`config.mk`:
```
export PLATFORM = sky130hd
export DESIGN_NAME = mcu_special_register_file
export DESIGN_NICKNAME = d
export VERILOG_FILES = /design/src/design/mcu_sfr_pkg.sv /design/src/design/pc_ctrl_if.sv /design/src/design/edge_sync.sv /design/src/design/program_counter.sv /design/src/design/mcu_special_register_file.sv
export SDC_FILE = /design/constraint.sdc
export NUM_CORES = 1
export LEC_CHECK = 0
export BUFFER_PORTS_ARGS = -buffer_cell sky130_fd_sc_hd__buf_2
export CORE_MARGIN = 2
export CORE_UTILIZATION = 58
export CTS_BUF_LIST = sky130_fd_sc_hd__clkbuf_8 sky130_fd_sc_hd__clkbuf_16
export CTS_CLUSTER_SIZE = 30
export DETAILED_ROUTE_END_ITERATION = 6
export PLACE_DENSITY = 0.87
export SYNTH_ARGS = -nofsm -noshare
export SYNTH_HDL_FRONTEND = slang
export SYNTH_SLANG_ARGS = --single-unit
export TNS_END_PERCENT = 100
```
`constraint.sdc`:
```
create_clock -name mclk -period 3.7 [get_ports mclk]
set_input_delay 0.74 -clock mclk [delete_from_list [all_inputs] [get_ports mclk]]
set_output_delay 0.74 -clock mclk [all_outputs]
set_load 0.02 [all_outputs]
```
`src/design/mcu_sfr_pkg.sv`:
```
// Constants and types shared by the special register file modules
package mcu_sfr_pkg;
  localparam int PC_W = 10;
  localparam int PROG_ADDR_W = 12;
  localparam logic [9:0] PC_RESET_VEC = 10'h3FF;
  localparam logic [9:0] PC_STEP = 10'h001;
  localparam logic [11:0] CFG_WORD_ADDR = 12'h800;
  localparam int CFG_OSC_LSB = 0;
  localparam int CFG_WDT_BIT = 2;
  localparam int CFG_PROTECT_BIT = 3;
  localparam int CFG_MODE_BIT = 6;
  localparam int CFG_PIN_BIT = 7;
  localparam logic [4:0] ADDR_INDIRECT = 5'h00;
  localparam logic [4:0] ADDR_TIMER = 5'h01;
  localparam logic [4:0] ADDR_PCL = 5'h02;
  localparam logic [4:0] ADDR_STATUS = 5'h03;
  localparam logic [4:0] ADDR_BANK = 5'h04;
  localparam logic [4:0] ADDR_PORTA = 5'h05;
  localparam logic [4:0] ADDR_PORTB = 5'h06;
  localparam logic [4:0] ADDR_GPR_FIRST = 5'h07;
  localparam logic [4:0] ADDR_GPR_LAST = 5'h1F;
  localparam int GPR_DEPTH = 25;
  localparam logic [7:0] CTRL_RESET = 8'h3F;
  localparam int CTRL_RATIO_LSB = 0;
  localparam int CTRL_ASSIGN_BIT = 3;
  localparam int CTRL_EDGE_BIT = 4;
  localparam int CTRL_SRC_BIT = 5;
  localparam int ST_C_BIT = 0;
  localparam int ST_NIB_BIT = 1;
  localparam int ST_Z_BIT = 2;
  localparam int ST_PWRDN_BIT = 3;
  localparam int ST_TMOUT_BIT = 4;
  localparam int ST_PAGE_BIT = 5;
  localparam logic [3:0] STATUS_LOW_RESET = 4'h0;
  localparam logic STATUS_PAGE_RESET = 1'b0;
  localparam logic [4:0] BANK_RESET = 5'h00;
  localparam logic [2:0] BANK_RD_HIGH = 3'h7;
  localparam logic [7:0] ZERO_BYTE = 8'h00;
  localparam int SYNC_STAGES = 2;
  typedef enum logic [1:0] {
    OSC_LP,
    OSC_NT,
    OSC_HS,
    OSC_RC
  } osc_type_e;
  typedef enum logic [2:0] {
    PC_INC,
    PC_CALL,
    PC_GOTO,
    PC_LCALL,
    PC_LGOTO,
    PC_RET,
    PC_WRITE
  } pc_op_e;
endpackage : mcu_sfr_pkg

```
`src/design/pc_ctrl_if.sv`:
```
// Control bundle between the register file and its program counter
`timescale 1ns/1ps
interface pc_ctrl_if;
  import mcu_sfr_pkg::*;
  pc_op_e op;
  logic [9:0] operand;
  logic [9:0] stackTop;
  logic [7:0] wrData;
  logic pageSel;
  logic [9:0] pc;
  modport core (output op, operand, stackTop, wrData, pageSel, input pc);
  modport counter (input op, operand, stackTop, wrData, pageSel, output pc);
endinterface : pc_ctrl_if

```
`src/design/edge_sync.sv`:
```
// Two-stage synchroniser with selectable edge detection
`timescale 1ns/1ps
module edge_sync (
  input wire logic mclk,
  input wire logic rst_n,
  input wire logic pinIn,
  input wire logic fallingSel,
  output logic edgePulse
);
  import mcu_sfr_pkg::*;
  logic [SYNC_STAGES-1:0] syncFf;
  logic prevFf;

  // Pin passes two internal clocks before use
  always_ff @(posedge mclk or negedge rst_n) begin
    if (!rst_n) begin
      syncFf <= '0;
      prevFf <= 1'b0;
    end else begin
      syncFf <= {syncFf[SYNC_STAGES-2:0], pinIn};
      prevFf <= syncFf[SYNC_STAGES-1];
    end
  end

  // Edge polarity select
  always_comb begin
    if (fallingSel) begin
      edgePulse = prevFf & ~syncFf[SYNC_STAGES-1];
    end else begin
      edgePulse = ~prevFf & syncFf[SYNC_STAGES-1];
    end
  end
endmodule : edge_sync

```
`src/design/program_counter.sv`:
```
// Ten-bit program counter with page-based short targets
`timescale 1ns/1ps
module program_counter (
  input wire logic mclk,
  input wire logic rst_n,
  pc_ctrl_if.counter pcBus
);
  import mcu_sfr_pkg::*;
  logic [9:0] pcFf;

  always_ff @(posedge mclk or negedge rst_n) begin
    if (!rst_n) begin
      pcFf <= PC_RESET_VEC;
    end else begin
      case (pcBus.op)
        PC_INC: begin
          pcFf <= pcFf + PC_STEP;
        end
        PC_CALL: begin
          pcFf <= {pcBus.pageSel, 1'b0, pcBus.operand[7:0]};
        end
        PC_GOTO: begin
          pcFf <= {pcBus.pageSel, pcBus.operand[8:0]};
        end
        PC_LCALL, PC_LGOTO: begin
          pcFf <= pcBus.operand;
        end
        PC_RET: begin
          pcFf <= pcBus.stackTop;
        end
        PC_WRITE: begin
          pcFf <= {pcBus.pageSel, 1'b0, pcBus.wrData};
        end
        default: begin
          pcFf <= pcFf;
        end
      endcase
    end
  end

  assign pcBus.pc = pcFf;
endmodule : program_counter

```
`src/design/mcu_special_register_file.sv`:
```
// Special-function registers, data memory and control of the core
//
// Functional notes
// - Ten-bit counter; addresses wrap modulo 1K
// - Start at 3FFH, roll over to 000h
// - Config word at 800H; low bits pick oscillator
// - Config bit 2 enables the watchdog
// - Config bit 3 low turns protection on
// - Config bit 6 selects advanced mode
// - Config bit 7 exposes timer pin
// - Fixed register map plus 25 general bytes
// - Indirect window uses bank pointer address
// - Self-pointing window reads zero, ignores writes
// - Write-only timer control, reset 3FH
// - Prescaler assignment and ratio field
// - Bit 4 picks external clock edge
// - Bit 5 picks external or instruction clock
// - Direction bits: one input, zero output
// - Counter increments, loads targets, pops returns
// - Page bit feeds short targets and writes
// - Long forms use full 10-bit operand
// - Timer read/write, input synchronised twice
// - Software cannot write timeout, power-down flags
// - Carry, nibble carry and zero flags
// - Timeout and power-down flag events
`timescale 1ns/1ps
module mcu_special_register_file (
  input wire logic mclk,
  input wire logic rst_n,
  input wire logic [7:0] cfgWord,
  output logic [11:0] cfgFetchAddr_ff,
  output logic cfgValid_ff,
  input wire logic [4:0] dataAddr,
  input wire logic dataRdEn,
  input wire logic dataWrEn,
  input wire logic [7:0] dataWrData,
  output logic [7:0] dataRdData_ff,
  input wire logic [7:0] accData,
  input wire logic ctrlWrEn,
  input wire logic dirWrEn,
  input wire logic [4:0] dirAddr,
  input wire mcu_sfr_pkg::pc_op_e pcOp,
  input wire logic [11:0] pcTarget,
  input wire logic [9:0] stackTop,
  output logic [9:0] pcValue_ff,
  input wire logic aluArithEn,
  input wire logic aluSubtract,
  input wire logic [7:0] aluOperandA,
  input wire logic [7:0] aluOperandB,
  input wire logic aluLogicEn,
  input wire logic [7:0] aluLogicResult,
  input wire logic wdtClear,
  input wire logic sleepCmd,
  input wire logic wdtOverflow,
  input wire logic timerExtClockPin,
  input wire logic [3:0] portAIn,
  input wire logic [7:0] portBIn,
  output logic [3:0] portAOut_ff,
  output logic [3:0] portAOe_ff,
  output logic [7:0] portBOut_ff,
  output logic [7:0] portBOe_ff,
  output logic [7:0] portBPullup_ff,
  output logic [7:0] portBWakeEn_ff,
  output mcu_sfr_pkg::osc_type_e oscTypeSel_ff,
  output logic watchdogEnable_ff,
  output logic codeProtectOn_ff,
  output logic advancedMode_ff,
  output logic prescalerToWdt_ff,
  output logic [2:0] wdtRatio_ff,
  output logic timerOverflow_ff
);
  import mcu_sfr_pkg::*;

  pc_ctrl_if pcBus ();

  logic [7:0] cfgWordFf;
  logic [7:0] ctrlFf;
  logic [4:0] bankFf;
  logic [7:0] timerFf;
  logic [7:0] presFf;
  logic [3:0] statusLowFf;
  logic pageSelFf;
  logic toFlagNFf;
  logic pwrDownNFf;
  logic [7:0] gprMem [ADDR_GPR_FIRST:ADDR_GPR_LAST];
  logic [4:0] effAddr;
  logic selfRef;
  logic wrEff;
  logic [7:0] rdMux;
  logic extEdge;
  logic srcEvent;
  logic timerTick;
  logic [7:0] ratioMask;
  logic [8:0] arithSum;
  logic [4:0] nibbleSum;
  logic [7:0] operandB;
  logic pinAsPortBit;
  logic [2:0] ratioSel;

  // Configuration word fetch, caught once after reset release
  always_ff @(posedge mclk or negedge rst_n) begin
    if (!rst_n) begin
      cfgFetchAddr_ff <= CFG_WORD_ADDR;
      cfgValid_ff <= 1'b0;
      cfgWordFf <= ZERO_BYTE;
    end else if (!cfgValid_ff) begin
      cfgFetchAddr_ff <= CFG_WORD_ADDR;
      cfgValid_ff <= 1'b1;
      cfgWordFf <= cfgWord;
    end
  end

  // Decoded configuration outputs
  always_ff @(posedge mclk or negedge rst_n) begin
    if (!rst_n) begin
      oscTypeSel_ff <= OSC_LP;
      watchdogEnable_ff <= 1'b0;
      codeProtectOn_ff <= 1'b1;
      advancedMode_ff <= 1'b0;
    end else begin
      oscTypeSel_ff <= osc_type_e'(cfgWordFf[CFG_OSC_LSB +: 2]);
      watchdogEnable_ff <= cfgWordFf[CFG_WDT_BIT];
      codeProtectOn_ff <= ~cfgWordFf[CFG_PROTECT_BIT];
      advancedMode_ff <= cfgWordFf[CFG_MODE_BIT];
    end
  end

  assign pinAsPortBit = cfgWordFf[CFG_PIN_BIT] & timerExtClockPin;

  // Indirect redirection through the bank pointer
  always_comb begin
    if (dataAddr == ADDR_INDIRECT) begin
      effAddr = bankFf;
    end else begin
      effAddr = dataAddr;
    end
    selfRef = (effAddr == ADDR_INDIRECT);
    wrEff = dataWrEn & ~selfRef;
  end

  // Read multiplexer over the register map
  always_comb begin
    rdMux = ZERO_BYTE;
    case (effAddr)
      ADDR_INDIRECT: begin
        rdMux = ZERO_BYTE;
      end
      ADDR_TIMER: begin
        rdMux = timerFf;
      end
      ADDR_PCL: begin
        rdMux = pcValue_ff[7:0];
      end
      ADDR_STATUS: begin
        rdMux = {2'b00, pageSelFf, toFlagNFf, pwrDownNFf, statusLowFf[2:0]};
      end
      ADDR_BANK: begin
        rdMux = {BANK_RD_HIGH, bankFf};
      end
      ADDR_PORTA: begin
        rdMux = {3'b000, pinAsPortBit, portAIn};
      end
      ADDR_PORTB: begin
        rdMux = portBIn;
      end
      default: begin
        rdMux = gprMem[effAddr];
      end
    endcase
  end

  // Read data register
  always_ff @(posedge mclk or negedge rst_n) begin
    if (!rst_n) begin
      dataRdData_ff <= ZERO_BYTE;
    end else if (dataRdEn) begin
      dataRdData_ff <= rdMux;
    end
  end

  // General-purpose bytes, 07h to 1Fh
  always_ff @(posedge mclk) begin
    if (wrEff && (effAddr >= ADDR_GPR_FIRST)) begin
      gprMem[effAddr] <= dataWrData;
    end
  end

  // Bank pointer
  always_ff @(posedge mclk or negedge rst_n) begin
    if (!rst_n) begin
      bankFf <= BANK_RESET;
    end else if (wrEff && effAddr == ADDR_BANK) begin
      bankFf <= dataWrData[4:0];
    end
  end

  // Write-only timer and watchdog control, loaded from the accumulator
  always_ff @(posedge mclk or negedge rst_n) begin
    if (!rst_n) begin
      ctrlFf <= CTRL_RESET;
    end else if (ctrlWrEn) begin
      ctrlFf <= accData;
    end
  end

  assign ratioSel = ctrlFf[CTRL_RATIO_LSB +: 3];

  // Watchdog side of the prescaler setting
  always_ff @(posedge mclk or negedge rst_n) begin
    if (!rst_n) begin
      prescalerToWdt_ff <= CTRL_RESET[CTRL_ASSIGN_BIT];
      wdtRatio_ff <= CTRL_RESET[CTRL_RATIO_LSB +: 3];
    end else begin
      prescalerToWdt_ff <= ctrlFf[CTRL_ASSIGN_BIT];
      wdtRatio_ff <= ratioSel;
    end
  end

  edge_sync u_edge_sync (
    .mclk(mclk),
    .rst_n(rst_n),
    .pinIn(timerExtClockPin),
    .fallingSel(ctrlFf[CTRL_EDGE_BIT]),
    .edgePulse(extEdge)
  );

  // Timer clock source and prescaler terminal count
  always_comb begin
    if (ctrlFf[CTRL_SRC_BIT]) begin
      srcEvent = extEdge;
    end else begin
      srcEvent = 1'b1;
    end
    ratioMask = 8'((9'h002 << ratioSel) - 9'h001);
    if (ctrlFf[CTRL_ASSIGN_BIT]) begin
      timerTick = srcEvent;
    end else begin
      timerTick = srcEvent && ((presFf & ratioMask) == ratioMask);
    end
  end

  // Prescaler counter
  always_ff @(posedge mclk or negedge rst_n) begin
    if (!rst_n) begin
      presFf <= ZERO_BYTE;
    end else if (!ctrlFf[CTRL_ASSIGN_BIT]) begin
      if (wrEff && effAddr == ADDR_TIMER) begin
        presFf <= ZERO_BYTE;
      end else if (srcEvent) begin
        presFf <= presFf + 8'h01;
      end
    end else if (wdtClear || sleepCmd) begin
      presFf <= ZERO_BYTE;
    end
  end

  // Timer register, software write wins over a count
  always_ff @(posedge mclk or negedge rst_n) begin
    if (!rst_n) begin
      timerFf <= ZERO_BYTE;
      timerOverflow_ff <= 1'b0;
    end else if (wrEff && effAddr == ADDR_TIMER) begin
      timerFf <= dataWrData;
      timerOverflow_ff <= 1'b0;
    end else begin
      if (timerTick) begin
        timerFf <= timerFf + 8'h01;
      end
      timerOverflow_ff <= timerTick && (timerFf == 8'hFF);
    end
  end

  // Arithmetic flags; subtraction adds the two's complement
  always_comb begin
    if (aluSubtract) begin
      operandB = ~aluOperandB;
    end else begin
      operandB = aluOperandB;
    end
    arithSum = {1'b0, aluOperandA} + {1'b0, operandB} + {8'h00, aluSubtract};
    nibbleSum = {1'b0, aluOperandA[3:0]} + {1'b0, operandB[3:0]}
      + {4'h0, aluSubtract};
  end

  // Page bit and ALU flags; an ALU update wins over a register write
  always_ff @(posedge mclk or negedge rst_n) begin
    if (!rst_n) begin
      statusLowFf <= STATUS_LOW_RESET;
      pageSelFf <= STATUS_PAGE_RESET;
    end else begin
      if (wrEff && effAddr == ADDR_STATUS) begin
        pageSelFf <= dataWrData[ST_PAGE_BIT];
        statusLowFf[2:0] <= dataWrData[ST_Z_BIT:ST_C_BIT];
      end
      if (aluArithEn) begin
        statusLowFf[ST_C_BIT] <= arithSum[8];
        statusLowFf[ST_NIB_BIT] <= nibbleSum[4];
        statusLowFf[ST_Z_BIT] <= (arithSum[7:0] == ZERO_BYTE);
      end else if (aluLogicEn) begin
        statusLowFf[ST_Z_BIT] <= (aluLogicResult == ZERO_BYTE);
      end
    end
  end

  // Timeout flag, hardware only; overflow wins
  always_ff @(posedge mclk or negedge rst_n) begin
    if (!rst_n) begin
      toFlagNFf <= 1'b1;
    end else if (wdtOverflow) begin
      toFlagNFf <= 1'b0;
    end else if (wdtClear || sleepCmd) begin
      toFlagNFf <= 1'b1;
    end
  end

  // Power-down flag, hardware only; sleep wins
  always_ff @(posedge mclk or negedge rst_n) begin
    if (!rst_n) begin
      pwrDownNFf <= 1'b1;
    end else if (sleepCmd) begin
      pwrDownNFf <= 1'b0;
    end else if (wdtClear) begin
      pwrDownNFf <= 1'b1;
    end
  end

  // Port output latches
  always_ff @(posedge mclk or negedge rst_n) begin
    if (!rst_n) begin
      portAOut_ff <= 4'h0;
      portBOut_ff <= ZERO_BYTE;
    end else if (wrEff && effAddr == ADDR_PORTA) begin
      portAOut_ff <= dataWrData[3:0];
    end else if (wrEff && effAddr == ADDR_PORTB) begin
      portBOut_ff <= dataWrData;
    end
  end

  // Write-only direction; enables hold the inverse of direction bits
  always_ff @(posedge mclk or negedge rst_n) begin
    if (!rst_n) begin
      portAOe_ff <= 4'h0;
      portBOe_ff <= ZERO_BYTE;
    end else if (dirWrEn && dirAddr == ADDR_PORTA) begin
      portAOe_ff <= ~accData[3:0];
    end else if (dirWrEn && dirAddr == ADDR_PORTB) begin
      portBOe_ff <= ~accData;
    end
  end

  // Advanced mode pull-ups and pin-change wake on input pins
  always_ff @(posedge mclk or negedge rst_n) begin
    if (!rst_n) begin
      portBPullup_ff <= ZERO_BYTE;
      portBWakeEn_ff <= ZERO_BYTE;
    end else begin
      portBPullup_ff <= {8{advancedMode_ff}} & ~portBOe_ff;
      portBWakeEn_ff <= {8{advancedMode_ff}} & ~portBOe_ff;
    end
  end

  // Program counter control
  always_comb begin
    if (wrEff && effAddr == ADDR_PCL) begin
      pcBus.op = PC_WRITE;
    end else begin
      pcBus.op = pcOp;
    end
    pcBus.operand = pcTarget[PC_W-1:0];
    pcBus.stackTop = stackTop;
    pcBus.wrData = dataWrData;
    pcBus.pageSel = pageSelFf;
  end

  program_counter u_program_counter (
    .mclk(mclk),
    .rst_n(rst_n),
    .pcBus(pcBus.counter)
  );

  assign pcValue_ff = pcBus.pc;
endmodule : mcu_special_register_file

```
==> impl_metrics.json <==
{
  "num_rows": 56,
  "final_util": 0.681,
  "clockBufferDepth": 3,
  "cpPeakStageDelay_ps": 530,
  "syn_inst": 1035,
  "ir_drop_mv": 0.426,
  "grt_overflow_total": 0,
  "timing_hold_violations_final": 0,
  "synth_area_sq_um": 13800,
  "grt_pass1_wl_mm": 52.9,
  "end_kind": "register",
  "drt-total-wl_mm": 35.6,
  "clock_skew_ps": 21.4,
  "layout_commonest_cell": "edfxtp_1",
  "ys_types": 84,
  "whs_ps": 256,
  "cp_cell_sequence": "or3_4 > ha_1 > and4b_1 > o21ai_0 > nand3_2 > a221oi_4 > nand4_1 > xnor2_1 > mux2_2",
  "wl_per_cell_um": 22.8,
  "crit_fanout": 9,
  "clkSlewWorstSetupHoldPaths_ps": 60,
  "fin_cells": 1562,
  "cts_hold_buf": 0,
  "crit_arrival_ps": 3370,
  "dp_hpwl_mm": 23.7,
  "nets": 1340,
  "grt_max_degree": 65,
  "initial_utilization": 0.589,
  "slew_violations": 0,
  "drv_cap": 0,
  "drtAntennaViolNets": 0,
  "cts_inserted_buffers": 29,
  "worst_slew_pin_slew_ps": 803,
  "dr.pass1.iters": 7,
  "synth-simple-area-share": 0.109,
  "synth_mux_area_frac": 0.0964,
  "grt_usage": 0.282,
  "startpoint_type": "register",
  "post-route-period-util": 0.792,
  "cts_resized": 0,
  "die_y_um": 158,
  "required_ps": 4140,
  "ys_seq_area_frac": 0.625,
  "insertion_delay_ps": 570,
  "drt_iter0_markers": 1418,
  "failed_checks": "DRC",
  "ys_seq_elements": 303,
  "vias_per_cell": 6.23,
  "synthAdderAreaFrac": 0.0122,
  "port-buffer-count": 172,
  "synth_warnings": 0,
  "regArea_sq_um": 8610,
  "drive_gt1_frac": 0.303,
  "drc": 2,
  "worstSetupPathType": "register to register",
  "vias": 9738,
  "chipWidth_um": 158,
  "synthToLayoutAreaGrowth_pct": 15.8,
  "die-area_sq_um": 25000,
  "cts_setup_buffers": 0,
  "power_uw": 8150,
  "hp-class": "input port to asynchronous set/reset pin",
  "power_density_nw_per_um2": 511,
  "crit_slowest_cell": "a221oi_4",
  "synth_area_per_cell_sq_um": 13.3,
  "async_flop_share": 0.340,
  "synth_compound_area_frac": 0.103,
  "dpl.cell_count": 1508,
  "multiInputGateArea_sq_um": 4720,
  "nFillCells": 1582,
  "relSlewSlack": 0.465,
  "h-tree-depth": 1,
  "io_pins": 189,
  "grt_pass1_vias": 9524,
  "synthXorXnorAreaFrac": 0.0172,
  "status": "complete, but fails checks",
  "grt_antenna_before_repair": 5,
  "max_freq_mhz": 341,
  "leakagePower_uw": 0.00611,
  "gp_congestion": 0.922,
  "final_cell_mix": "edfxtp_1 (200), buf_2 (171), nand2_1 (101), nor2_1 (83), dfrtp_1 (80)",
  "grt_setup_unrepaired": "no",
  "synth_top_family_by_area": "simple AND/OR/NAND/NOR gates",
  "core_sq_um": 23400,
  "synth_edf_count": 200,
  "cts_tree": "yes",
  "root_buffer": "clkbuf_16",
  "clkSinkCount": 303,
  "ys.flop_type": "edfxtp_1",
  "setup_violations": 0,
  "finalSetupTns_ps": 0,
  "finalCriticalPeriod_ps": 2930
}
==> where the power goes <==
| group | switching [uW] | internal [uW] |
|---|---|---|
| clock | 1240 | 1670 |
| combinational | 723 | 450 |
| sequential | 209 | 3860 |
| total | 2180 | 5980 |
==> layout make-up <==
type / count / area share
clock inverters: 18 / 0.0111
repair buffers: 214 / 0.0763
well taps: 319 / 0.0250
inverters: 15 / 0.00353
clock buffers: 31 / 0.0472
multi-input cells: 657 / 0.296
diodes: 5 / 0.000785
flip-flops and latches: 303 / 0.540
==> metal layers <==
metal	wire (um)	GRT usage	up-vias
li1	-	-	4262
met1	13200	0.369	4796
met2	17600	0.476	588
met3	3650	0.0594	92
met4	1130	0.0858	0
met5	0	0	-
==> worst max-delay path, delay by kind of cell, from the launching register on <==
kind | cells | cell delay, ps
simple gates | 4 | 940
compound gates | 2 | 760
flops | 1 | 410
fa+ha+maj | 1 | 270
mux | 1 | 250
xor+xnor | 1 | 160
==> Yosys cell counts (10+ instances only) <==
cell type	n	area share
a211oi_1	12	0.0065
a21oi_1	46	0.017
a22oi_1	15	0.0082
a31oi_1	17	0.0077
buf_2	10	0.0036
buf_4	27	0.015
clkbuf_1	26	0.0071
dfrtp_1	80	0.15
dfstp_2	23	0.044
edfxtp_1	200	0.44
ha_1	11	0.010
inv_1	15	0.0041
mux2_2	31	0.025
mux4_2	36	0.059
nand2_1	101	0.028
nand3_1	30	0.011
nand4_1	14	0.0064
nor2_1	83	0.023
nor2b_1	10	0.0045
nor3_1	16	0.0058
o21ai_0	50	0.018
xnor2_1	11	0.0070
xor2_1	16	0.010
==> cells by family after synthesis <==
logic type,Yosys count
AND/OR/NAND/NOR,308
flip-flops,303
AO/OA/AOI/OAI,213
buffers and inverters,86
multiplexers,83
XOR/XNOR,27
adder cells (fa/ha/maj),13
other,2
==> per-stage QoR <==
stage | setup WS, ps | area [sq um]
after floorplan | 880 | 13800
after global placement | 491 | 15000
after detailed placement | 370 | 15000
after CTS | 789 | 15900
after global routing | 685 | 15900
final | 771 | 15900
==> sequential cells by signal, summed over array words and instances, names as in the netlist, 2 cells and up <==
name,cells
portBWakeEn_ff,8
portAOe_ff,4
u_program_counter.pcBus.pc,10
dataRdData_ff,8
timerFf,8
bankFf,5
portBOe_ff,8
ctrlFf,6
u_edge_sync.syncFf,2
gprMem,200
cfgWordFf,6
portAOut_ff,4
statusLowFf,3
portBOut_ff,8
presFf,8
oscTypeSel_ff,2
wdtRatio_ff,3
==> worst paths after layout <==
check / startpoint / to / slack [ps] / cells after the start
min in group mclk: timerExtClockPin / u_edge_sync.syncFf[0]$_DFF_PN0_ / 310 / 1
worst max register to register: ctrlFf[2]$_DFFE_PN1P_ / timerFf[5]$_DFFE_PN0P_ / 770 / 9
worst min register to register: u_edge_sync.syncFf[0]$_DFF_PN0_ / u_edge_sync.syncFf[1]$_DFF_PN0_ / 350 / 0
worst min-delay path: rst_n / portBOe_ff[3]$_DFFE_PN0P_ / 260 / 1
max in group asynchronous: rst_n / u_program_counter.pcBus.pc[6]$_DFFE_PN1P_ / 2570 / 2
worst max-delay path: ctrlFf[2]$_DFFE_PN1P_ / timerFf[5]$_DFFE_PN0P_ / 770 / 9
Power figures use the tool's default switching activity.
